[config.mk]
export PLATFORM = sky130hd
export DESIGN_NAME = iam_regs
export DESIGN_NICKNAME = d
export VERILOG_FILES = /design/src/rtl/iam_addr_cmp.v /design/src/rtl/iam_regs.v /design/src/rtl/iam_target_fmt.v
export VERILOG_INCLUDE_DIRS = /design/src /design/src/rtl
export SDC_FILE = /design/constraint.sdc
export NUM_CORES = 1
export LEC_CHECK = 0
export BUFFER_PORTS_ARGS = -buffer_cell sky130_fd_sc_hd__buf_2
export CAP_MARGIN = 30
export CORE_ASPECT_RATIO = 1.75
export CORE_MARGIN = 2
export CORE_UTILIZATION = 40
export DETAILED_ROUTE_END_ITERATION = 7
export PLACE_DENSITY_LB_ADDON = 0.12
export SLEW_MARGIN = 20
export SYNTH_ARGS = -nofsm -noshare
export SYNTH_HDL_FRONTEND = slang
export SYNTH_HIERARCHICAL = 1
export SYNTH_SLANG_ARGS = --single-unit
[constraint.sdc]
create_clock -name mclk -period 5.9 [get_ports mclk]
set_clock_uncertainty 0.15 [all_clocks]
set_input_delay 0.295 -clock mclk [delete_from_list [all_inputs] [get_ports mclk]]
set_output_delay 0.295 -clock mclk [all_outputs]
set_load 0.01 [all_outputs]
[src/rtl/iam_defs.vh]
/*
 * shared constants for the i2c address match register block: register
 * offsets, field positions, reset values, interrupt bit layout.
 * assumes a 32-bit avalon-mm slave with word addresses in bytes.
 */
`ifndef IAM_DEFS_VH
`define IAM_DEFS_VH

`define IAM_OFS_CTRL        8'h00
`define IAM_OFS_OWN3        8'h04
`define IAM_OFS_RXADDR      8'h08
`define IAM_OFS_MASK        8'h0C
`define IAM_OFS_TARGET      8'h10
`define IAM_OFS_STATUS      8'h14
`define IAM_OFS_INT_STAT    8'h18
`define IAM_OFS_INT_EN      8'h1C
`define IAM_OFS_INT_CLR     8'h20

`define IAM_CTRL_SWRST      0
`define IAM_CTRL_OWN10      1
`define IAM_CTRL_SLV10      2
`define IAM_CTRL_MASTER     3

`define IAM_OWN_EN_BIT      10
`define IAM_ADDR_W          10
`define IAM_OWN3_RST        11'h000
`define IAM_RXADDR_RST      10'h000
`define IAM_MASK_RST        10'h3FF
`define IAM_TARGET_RST      10'h000
`define IAM_CTRL_RST        4'h1

`define IAM_INT_RX3         0
`define IAM_INT_TX3         1
`define IAM_INT_MATCH       2
`define IAM_INT_W           3

`endif

[src/rtl/iam_addr_cmp.v]
/*
 * masked comparison of a bus address with one own address.
 * assumes inputs are on the same clock; purely combinational.
 */
`timescale 1ns/100ps
`default_nettype none

module iam_addr_cmp (
    input  wire [9:0] bus_addr,
    input  wire [9:0] own_addr,
    input  wire [9:0] mask,
    input  wire       enable,
    input  wire       ten_bit,
    output wire       hit
);
    wire [9:0] width_mask;
    wire [9:0] diff;

    assign width_mask = ten_bit ? 10'h3FF : 10'h07F;
    assign diff       = (bus_addr ^ own_addr) & mask & width_mask;
    assign hit        = enable & (diff == 10'h000);
endmodule

`default_nettype wire

[src/rtl/iam_regs.v]
/*
 * i2c address match register block: third own address with enable,
 * received address capture, address mask, target address, flag three
 * generation and an interrupt group, behind an avalon-mm slave.
 * assumes the shift engine is on mclk and pulses its event inputs
 * for one cycle; no bus pins are sampled here.
 */
// The address map and the Avalon-MM slave port were decided locally.
`timescale 1ns/100ps
`default_nettype none
`include "iam_defs.vh"

module iam_regs (
    input  wire        mclk,
    input  wire        rst,
    input  wire [7:0]  avs_address,
    input  wire        avs_read,
    input  wire        avs_write,
    input  wire [31:0] avs_writedata,
    input  wire [3:0]  avs_byteenable,
    output reg  [31:0] avs_readdata,
    output wire        avs_waitrequest,
    output reg  [1:0]  avs_response,
    input  wire        addr_strobe,
    input  wire [9:0]  addr_in,
    input  wire        frame_end,
    input  wire        rx_byte_done,
    input  wire        tx_buf_empty,
    output wire        addr_match,
    output wire [9:0]  target_tx_addr,
    output wire        target_tx_valid,
    output wire        module_soft_reset,
    output wire        rx_flag_three,
    output wire        tx_flag_three,
    output wire        irq
);
    localparam ST_IDLE = 2'b01;
    localparam ST_ACK  = 2'b10;

    reg  [1:0]  state_reg;
    reg  [1:0]  state_next;
    reg  [3:0]  ctrl_reg;
    reg         own_addr_enable_reg;
    reg  [9:0]  own_addr_three_value_reg;
    reg  [9:0]  received_addr_value_reg;
    reg  [9:0]  addr_mask_value_reg;
    reg  [9:0]  target_addr_value_reg;
    reg         frame_hit_reg;
    reg  [2:0]  int_stat_reg;
    reg  [2:0]  int_en_reg;
    reg  [2:0]  int_set;
    reg  [31:0] rdata_next;
    reg  [1:0]  resp_next;
    reg         mapped;
    wire        wr_go;
    wire        rd_go;
    wire        cmp_hit;
    wire        slave_mode;
    wire [10:0] own3_rst;
    wire [15:0] own3_wr;
    wire [15:0] mask_wr;
    wire [15:0] target_wr;

    // merge byte lanes of a write into the old value of a 16-bit register
    function [15:0] merge16;
        input [15:0] old_val;
        input [31:0] wdata;
        input [3:0]  be;
        begin
            merge16 = {be[1] ? wdata[15:8] : old_val[15:8],
                       be[0] ? wdata[7:0]  : old_val[7:0]};
        end
    endfunction

    // merged write images; only the documented field bits are kept below
    assign own3_rst  = `IAM_OWN3_RST;
    assign own3_wr   = merge16({5'h00, own_addr_enable_reg, own_addr_three_value_reg},
                               avs_writedata, avs_byteenable);
    assign mask_wr   = merge16({6'h00, addr_mask_value_reg}, avs_writedata, avs_byteenable);
    assign target_wr = merge16({6'h00, target_addr_value_reg}, avs_writedata, avs_byteenable);

    // one wait cycle: request taken in idle, answered in ack
    assign avs_waitrequest = (avs_read | avs_write) & (state_reg != ST_ACK);
    assign wr_go           = avs_write & (state_reg == ST_ACK);
    assign rd_go           = avs_read & (state_reg == ST_ACK);

    always @* begin
        state_next = ST_IDLE;
        case (state_reg)
            ST_IDLE: begin
                if (avs_read | avs_write) begin
                    state_next = ST_ACK;
                end
            end
            ST_ACK: begin
                state_next = ST_IDLE;
            end
            default: begin
                state_next = ST_IDLE;
            end
        endcase
    end

    assign module_soft_reset = ctrl_reg[`IAM_CTRL_SWRST];
    assign slave_mode        = ~ctrl_reg[`IAM_CTRL_MASTER];

    iam_addr_cmp u_cmp (
        .bus_addr (addr_in),
        .own_addr (own_addr_three_value_reg),
        .mask     (addr_mask_value_reg),
        .enable   (own_addr_enable_reg),
        .ten_bit  (ctrl_reg[`IAM_CTRL_OWN10]),
        .hit      (cmp_hit)
    );

    iam_target_fmt u_tgt (
        .target   (target_addr_value_reg),
        .ten_bit  (ctrl_reg[`IAM_CTRL_SLV10]),
        .master   (ctrl_reg[`IAM_CTRL_MASTER]),
        .tx_addr  (target_tx_addr),
        .tx_valid (target_tx_valid)
    );

    // a disabled or reset unit never claims an address
    assign addr_match = cmp_hit & slave_mode & ~module_soft_reset;

    // flag three follows the frame that this address opened
    assign rx_flag_three = int_stat_reg[`IAM_INT_RX3];
    assign tx_flag_three = int_stat_reg[`IAM_INT_TX3];

    always @* begin
        int_set = 3'h0;
        int_set[`IAM_INT_RX3]   = frame_hit_reg & slave_mode & rx_byte_done;
        int_set[`IAM_INT_TX3]   = frame_hit_reg & slave_mode & tx_buf_empty;
        int_set[`IAM_INT_MATCH] = addr_strobe & addr_match;
    end

    assign irq = |(int_stat_reg & int_en_reg);

    always @(posedge mclk) begin
        if (rst) begin
            frame_hit_reg           <= 1'b0;
            received_addr_value_reg <= `IAM_RXADDR_RST;
        end else begin
            if (addr_strobe) begin
                received_addr_value_reg <= addr_in;
                frame_hit_reg           <= addr_match;
            end else if (frame_end | module_soft_reset) begin
                frame_hit_reg <= 1'b0;
            end
        end
    end

    always @(posedge mclk) begin
        if (rst) begin
            state_reg                <= ST_IDLE;
            ctrl_reg                 <= `IAM_CTRL_RST;
            own_addr_enable_reg      <= own3_rst[`IAM_OWN_EN_BIT];
            own_addr_three_value_reg <= own3_rst[9:0];
            addr_mask_value_reg      <= `IAM_MASK_RST;
            target_addr_value_reg    <= `IAM_TARGET_RST;
            int_stat_reg             <= 3'h0;
            int_en_reg               <= 3'h0;
        end else begin
            state_reg <= state_next;
            if (wr_go && avs_address == `IAM_OFS_CTRL && avs_byteenable[0]) begin
                ctrl_reg <= avs_writedata[3:0];
            end
            // own address three and mask are frozen unless the unit is held in soft reset
            if (wr_go && module_soft_reset) begin
                if (avs_address == `IAM_OFS_OWN3) begin
                    own_addr_enable_reg      <= own3_wr[`IAM_OWN_EN_BIT];
                    own_addr_three_value_reg <= own3_wr[9:0];
                end
                if (avs_address == `IAM_OFS_MASK) begin
                    addr_mask_value_reg <= mask_wr[9:0];
                end
            end
            if (wr_go && avs_address == `IAM_OFS_TARGET) begin
                target_addr_value_reg <= target_wr[9:0];
            end
            if (wr_go && avs_address == `IAM_OFS_INT_EN && avs_byteenable[0]) begin
                int_en_reg <= avs_writedata[2:0];
            end
            // set wins over a clear in the same cycle
            if (wr_go && avs_address == `IAM_OFS_INT_CLR && avs_byteenable[0]) begin
                int_stat_reg <= (int_stat_reg & ~avs_writedata[2:0]) | int_set;
            end else begin
                int_stat_reg <= int_stat_reg | int_set;
            end
        end
    end

    always @* begin
        rdata_next = 32'h0000_0000;
        mapped     = 1'b1;
        case (avs_address)
            `IAM_OFS_CTRL:     rdata_next = {28'h0, ctrl_reg};
            `IAM_OFS_OWN3:     rdata_next = {21'h0, own_addr_enable_reg,
                                             own_addr_three_value_reg};
            `IAM_OFS_RXADDR:   rdata_next = {22'h0, received_addr_value_reg};
            `IAM_OFS_MASK:     rdata_next = {22'h0, addr_mask_value_reg};
            `IAM_OFS_TARGET:   rdata_next = {22'h0, target_addr_value_reg};
            `IAM_OFS_STATUS:   rdata_next = {30'h0, frame_hit_reg, addr_match};
            `IAM_OFS_INT_STAT: rdata_next = {29'h0, int_stat_reg};
            `IAM_OFS_INT_EN:   rdata_next = {29'h0, int_en_reg};
            `IAM_OFS_INT_CLR:  rdata_next = 32'h0000_0000;
            default:           mapped     = 1'b0;
        endcase
        resp_next = mapped ? 2'b00 : 2'b11;
    end

    // read data registered in the wait cycle so it stands at the release edge
    always @(posedge mclk) begin
        if (rst) begin
            avs_readdata <= 32'h0000_0000;
            avs_response <= 2'b00;
        end else begin
            if (state_reg == ST_IDLE && (avs_read | avs_write)) begin
                avs_readdata <= avs_read ? rdata_next : 32'h0000_0000;
                avs_response <= resp_next;
            end
        end
    end
endmodule

`default_nettype wire

[src/rtl/iam_target_fmt.v]
/*
 * formats the target address for the master side of the shift engine.
 * assumes the shift engine only samples it while master mode is set.
 */
`timescale 1ns/100ps
`default_nettype none

module iam_target_fmt (
    input  wire [9:0] target,
    input  wire       ten_bit,
    input  wire       master,
    output wire [9:0] tx_addr,
    output wire       tx_valid
);
    // upper bits forced low in 7-bit mode so the engine never sends them
    assign tx_addr  = ten_bit ? target : {3'h0, target[6:0]};
    assign tx_valid = master;
endmodule

`default_nettype wire
==> metrics, run 1 <==
post-synthesis register bit count 66; relative slew slack 36.51%; highest clock frequency the design can meet 0.3589 GHz; required time of the critical path 5.45 ns; HPWL after detailed placement 6.599 mm; cells after synthesis 357; RSZ-0062 raised after global routing no; post-synthesis sequential area ratio 39.15%; Worst setup SP type register; largest driver fanout on the critical path 3; slew of the pin with the lowest slew margin 0.9284 ns; DRC violation count after routing 0; maximum vdd ir drop 186.0 µV; nets 470; portion of the clock cycle consumed by the worst path in the final layout 47.23%; largest stage delay on the critical path 0.53 ns; Die Width 73.43 µm; Netlist Area Pre-Place 3374 µm²; Hold WC Path Type input pin to register; placed instance area 3606 µm²; critical path endpoint category output pin; die area 9216 µm²; Max Cap Violations 0; # H-tree levels 3; via count of the first global-routing pass 2662; fraction of final layout cells with drive strength greater than 1 24.63%; result of the run finished, final reports clean; starting DRC count in detailed routing 138; last weighted congestion value of the routability-driven placer 0.7935; pin count of the biggest net entering global routing 61; number of failing setup endpoints in the final timing report 0; GRT overflow 0; Routed Wire Length 9.045 mm; number of max-slew violations in the final report 0; number of inserted diodes 0; Data arrival, critical path 2.34 ns; clock sink count 66; number of hold-slack violations in the final timing report 0; global-route wire length before repair 13.97 mm; fraction of synthesis flops using an asynchronous set or reset pin 0%; number of hold buffers added after cts 0; initial standard-cell utilization of the core 40.86%; height of the chip 125.5 µm; layout overhead on the synthesized area 14.57%; count of unique library cells instantiated by Yosys 49; Final min period 2.787 ns; # port buffers 68; most common cell in the netlist sky130_fd_sc_hd__dfxtp_1; Via-to-Cell Ratio 5.478; number of rows created at floorplan 44; filler instances 853; synthesized area per cell 9.452 µm²; yosys warns 6; residual antenna-violating net count after detailed routing 0; TritonCTS clock tree yes; CTS root buffer sky130_fd_sc_hd__clkbuf_16; top register by number of flip-flops avs_readdata; top cell types by occurrence after synthesis 66 x sky130_fd_sc_hd__dfxtp_1, 54 x sky130_fd_sc_hd__nor2_1, 44 x sky130_fd_sc_hd__mux2i_1; main flop type after synthesis sky130_fd_sc_hd__dfxtp_1; top cells by area in the synthesized netlist sky130_fd_sc_hd__dfxtp_1 39%, sky130_fd_sc_hd__mux2i_1 13%, sky130_fd_sc_hd__buf_4 6.7%; clock-pin slew on the worst setup and hold paths 0.05 ns; number of flip-flops under the largest register name 11; number of search-and-repair iterations in the first detailed-routing pass 4; post-CTS setup buffers 0; area of all placed cells without fillers 3866 µm²; share of the synthesized area in the top cell type 39.15%; P per Cell Area 264.6 nW/µm²; post-synth top area cell sky130_fd_sc_hd__dfxtp_1; Leak Pwr 1.677 nW; Vias 2750; Critical-path top delay cell sky130_fd_sc_hd__a222oi_1; CORE AREA 8258 µm²; worst skew pair latency 0.33 ns; Inserted Clock Buffers 9; Routed WL per cell 18.02 µm; antenna violations before repair 0; number of I/O pins 113; Max Root-Sink Buffers 2; count of flip-flops with a built-in enable after synthesis 0; post-route setup TNS 0 ns; category of the most critical setup path register to output pin; number of resized instances in the post-cts repair step 0; Critical Path, Cell by Cell xor2_1, a222oi_1, nor2b_1, nor3_1, nor3b_1, buf_2; Total Routing Usage GR 20.56%
## metal layers
layer	GRT usage, %	vias to the layer above	part of all wire (%)
li1	-	1325	-
met1	22.84	1324	39
met2	36.30	83	54
met3	4.593	18	4.2
met4	8.877	0	2.4
met5	0	-	0
## layout by cell type, fill, tap and decap left out, types with 4 or more instances in the layout
cell type                   count
sky130_fd_sc_hd__buf_2         68
sky130_fd_sc_hd__dfxtp_1       66
sky130_fd_sc_hd__nor2_1        54
sky130_fd_sc_hd__mux2i_1       44
sky130_fd_sc_hd__conb_1        21
sky130_fd_sc_hd__nor3_1        14
sky130_fd_sc_hd__a21oi_1       12
sky130_fd_sc_hd__nand2_1       11
sky130_fd_sc_hd__xor2_1        10
sky130_fd_sc_hd__clkbuf_16      9
sky130_fd_sc_hd__mux2_2         8
sky130_fd_sc_hd__a22oi_1        8
sky130_fd_sc_hd__inv_1          7
sky130_fd_sc_hd__or3_1          5
sky130_fd_sc_hd__and2_1         5
sky130_fd_sc_hd__a221o_1        5
sky130_fd_sc_hd__nor3b_1        4
sky130_fd_sc_hd__nor2b_1        4
sky130_fd_sc_hd__o2bb2ai_1      4
## critical path: cells and delay by family (launching register included)
kind	cells	cell delay (ns)
buffers and inverters	1	0.22
flip-flops	1	0.33
AO/OA/AOI/OAI	1	0.53
XOR/XNOR	1	0.17
AND/OR/NAND/NOR	3	0.75
## power by group
group | switching, mW | total (mW) | internal [mW]
Sequential | 0.00386 | 0.457 | 0.453
Clock | 0.179 | 0.479 | 0.300
Combinational | 0.0557 | 0.0871 | 0.0314
## per-stage QoR
| stage | cells | setup slack (ns) | hold WS, ns | util [%] | power, mW |
|---|---|---|---|---|---|
| 3_3_place_gp | 488 | 2.924 | 0.2930 | 43.58 | 0.5529 |
| 3_5_place_dp | 489 | 2.949 | 0.2992 | 43.67 | 0.5537 |
| 6_report | 502 | 3.113 | 0.03281 | 46.82 | 1.023 |
| 2_1_floorplan | 377 | 3.836 | 0.2708 | - | 0.5303 |
| 5_1_grt | 502 | 2.965 | 0.02517 | 46.82 | 1.063 |
| 4_1_cts | 502 | 3.073 | 0.03068 | 46.82 | 1.033 |
## final timing paths
kind | start | endpoint | slack (ns) | cells after the start
max | own_addr_three_value_reg[8] | addr_match | 3.11 | 6
min | tx_buf_empty | int_stat_reg[1] | 0.03 | 2
max reg2reg | own_addr_three_value_reg[8] | avs_readdata[0] | 3.38 | 8
min reg2reg | avs_readdata[10] | avs_readdata[10] | 0.30 | 2
## layout make-up
cell class	count	area, µm²	area share (%)
clock buffers	13	260.3	6.731
flip-flops and latches	66	1321	34.17
repair buffers	70	355.3	9.191
inverters	7	26.28	0.6796
well taps	92	115.1	2.977
multi-input cells	254	1788	46.25
## cell families after synthesis
| group | after synthesis | synth area share [%] |
|---|---|---|
| simple gates | 125 | 20.50 |
| xor+xnor | 10 | 2.595 |
| flops | 66 | 39.15 |
| other cells | 1 | 0.1111 |
| compound gates | 43 | 9.678 |
| mux | 55 | 17.72 |
| buf+inv | 57 | 10.23 |
Power figures use the tool's default switching activity.
==> inputs of run 2 (changes only) <==
==> constraint.sdc (replaced) <==
create_clock -name mclk -period 2.55 [get_ports mclk]
set_clock_uncertainty 0.15 [all_clocks]
set_input_delay 0.1275 -clock mclk [delete_from_list [all_inputs] [get_ports mclk]]
set_output_delay 0.1275 -clock mclk [all_outputs]
set_load 0.01 [all_outputs]
==> metrics, run 2 (same netlist as run 1, synthesis figures left out) <==
result of the run finished, final reports clean; clock sink count 66 (unchanged); Hold WC Path Type input pin to register; Inserted Clock Buffers 9 (unchanged); top register by number of flip-flops avs_readdata; P_sw 568.4 µW (+140%); share of power burned in the clock network 48.1% (+1.3 points); layout overhead on the synthesized area 25.21%; CTS root buffer sky130_fd_sc_hd__clkbuf_16; # port buffers 68 (unchanged); post-route setup TNS 0 ns (unchanged); Layout Cells excl Fill 539 (+7.4%); area used by multi-input combinational logic 1798 µm² (+0.56%); HPWL after detailed placement 6.746 mm (+2.2%); Routed Wire Length 9.342 mm (+3.3%); pin count of the biggest net entering global routing 60 (-1.6%); # H-tree levels 3 (unchanged); RSZ-0062 raised after global routing no; P per Cell Area 589.2 nW/µm² (+120%); Total Routing Usage GR 21.14% (+0.58 points); GRT overflow 0 (unchanged); clock-pin slew on the worst setup and hold paths 0.05 ns (about the same); starting DRC count in detailed routing 127 (-8.0%); total power 2.490 mW (+140%); number of I/O pins 113 (unchanged); portion of total power attributed to sequential cells 42.4% (-2.2 points); TritonCTS clock tree yes; initial standard-cell utilization of the core 40.86% (unchanged); Vias 2844 (+3.4%); Data arrival, critical path 2.07 ns (-0.27 ns); number of failing setup endpoints in the final timing report 0 (unchanged); category of the most critical setup path input pin to output pin; Leak Pwr 1.848 nW (+10%); post-CTS setup buffers 0 (unchanged); most common cell after layout, fill and taps aside sky130_fd_sc_hd__buf_2; CORE AREA 8258 µm² (unchanged); critical path endpoint category output pin; Max Cap Violations 0 (unchanged); global-route wire length before repair 14.63 mm (+4.8%); largest driver fanout on the critical path 3 (unchanged); number of search-and-repair iterations in the first detailed-routing pass 4 (unchanged); portion of the clock cycle consumed by the worst path in the final layout 91.90%; number of max-slew violations in the final report 0 (unchanged); DRC violation count after routing 0 (unchanged); residual antenna-violating net count after detailed routing 0 (unchanged); Max Root-Sink Buffers 2 (unchanged); slew of the pin with the lowest slew margin 0.6509 ns (-0.2775 ns); Die Width 73.43 µm (unchanged); placed instance area 3689 µm² (+2.3%); antenna violations before repair 0 (unchanged); area of all placed cells without fillers 4225 µm² (+9.3%); required time of the critical path 2.27 ns (-3.18 ns); Final min period 2.344 ns; maximum vdd ir drop 452.8 µV (+140%); die area 9216 µm² (unchanged); via count of the first global-routing pass 2840 (+6.7%); internal power summed over all cells 1.921 mW (+140%); fraction of final layout cells with drive strength greater than 1 25.95% (+1.3 points); relative slew slack 56.21% (+20 points); nets 505 (+7.4%); highest clock frequency the design can meet 0.4267 GHz; switching power share of the total 22.83% (-0.51 points); filler instances 808 (-5.3%); worst setup slack after placement 0.2454 ns (-2.704 ns); worst skew pair latency 0.33 ns (about the same); last weighted congestion value of the routability-driven placer 0.8013 (+0.98%); number of hold-slack violations in the final timing report 0 (unchanged); FF/Latch Area 1321 µm² (unchanged); Worst setup SP type input pin; height of the chip 125.5 µm (unchanged); commonest cells after routing, fill and taps aside 68 x sky130_fd_sc_hd__buf_2, 66 x sky130_fd_sc_hd__dfxtp_1, 54 x sky130_fd_sc_hd__nor2_1; final core utilization 51.17% (+4.3 points); Via-to-Cell Ratio 5.276 (-3.7%); post-route worst setup slack 0.2064 ns (-2.907 ns); worst hold slack across all endpoints 0.01213 ns (-0.02068 ns); number of rows created at floorplan 44 (unchanged); Routed WL per cell 17.33 µm (-3.8%); number of inserted diodes 0 (unchanged); number of flip-flops under the largest register name 11 (unchanged); Cell Count Post-Placement 500 (+2.2%); Combinational Power Share 9.4% (+0.9 points)
==> run 2: final cells by class <==
class,instances,share of cell area [%]
Multi-Input combinational cell,254,42.55
Sequential cell,66,31.27
Timing Repair Buffer,105,16.05
Clock buffer,12,5.834
Tap cell,92,2.724
Clock inverter,3,0.9476
Inverter,7,0.6219
==> run 2: worst max-delay path: stages <==
cell	delay (ns)
sky130_fd_sc_hd__dlygate4sd3_1	0.53
sky130_fd_sc_hd__buf_2	0.14
sky130_fd_sc_hd__xor2_1	0.14
sky130_fd_sc_hd__a222oi_1	0.36
sky130_fd_sc_hd__nor2b_1	0.11
sky130_fd_sc_hd__nor3_2	0.24
sky130_fd_sc_hd__nor3b_2	0.24
sky130_fd_sc_hd__buf_2	0.17
==> run 2: power by group through the flow <==
stage	registers (mW)	clock network [mW]	logic [mW]
after global routing	1.06	1.27	0.258
after global placement	1.08	0	0.206
final	1.06	1.20	0.235
after CTS	1.06	1.23	0.236
after detailed placement	1.08	0	0.207
after floorplan	1.08	0	0.151
==> run 2: timing repair <==
| action | 4_1_cts | 5_1_grt |
|---|---|---|
| setup endpoints to repair | 0 | 2 |
| hold endpoints to repair | 44 | 0 |
| hold buffers | 24 | 0 |
| resized for setup | 0 | 2 |
==> run 2: metal layers <==
| metal | vias to the layer above | part of all wire, % | GRT usage [%] |
|---|---|---|---|
| met2 | 84 | 53 | 37.78 |
| li1 | 1403 | - | - |
| met1 | 1343 | 41 | 23.90 |
| met4 | 0 | 2.1 | 7.701 |
| met5 | - | 0 | 0 |
| met3 | 14 | 3.8 | 4.432 |
==> run 2: final timing paths <==
check	from	end	slack, ns	depth (start not counted)
min	rst	addr_mask_value_reg[9]	0.01	3
max reg2reg	own_addr_three_value_reg[8]	avs_readdata[0]	0.40	8
min reg2reg	avs_readdata[10]	avs_readdata[10]	0.31	2
max	addr_in[9]	addr_match	0.21	8
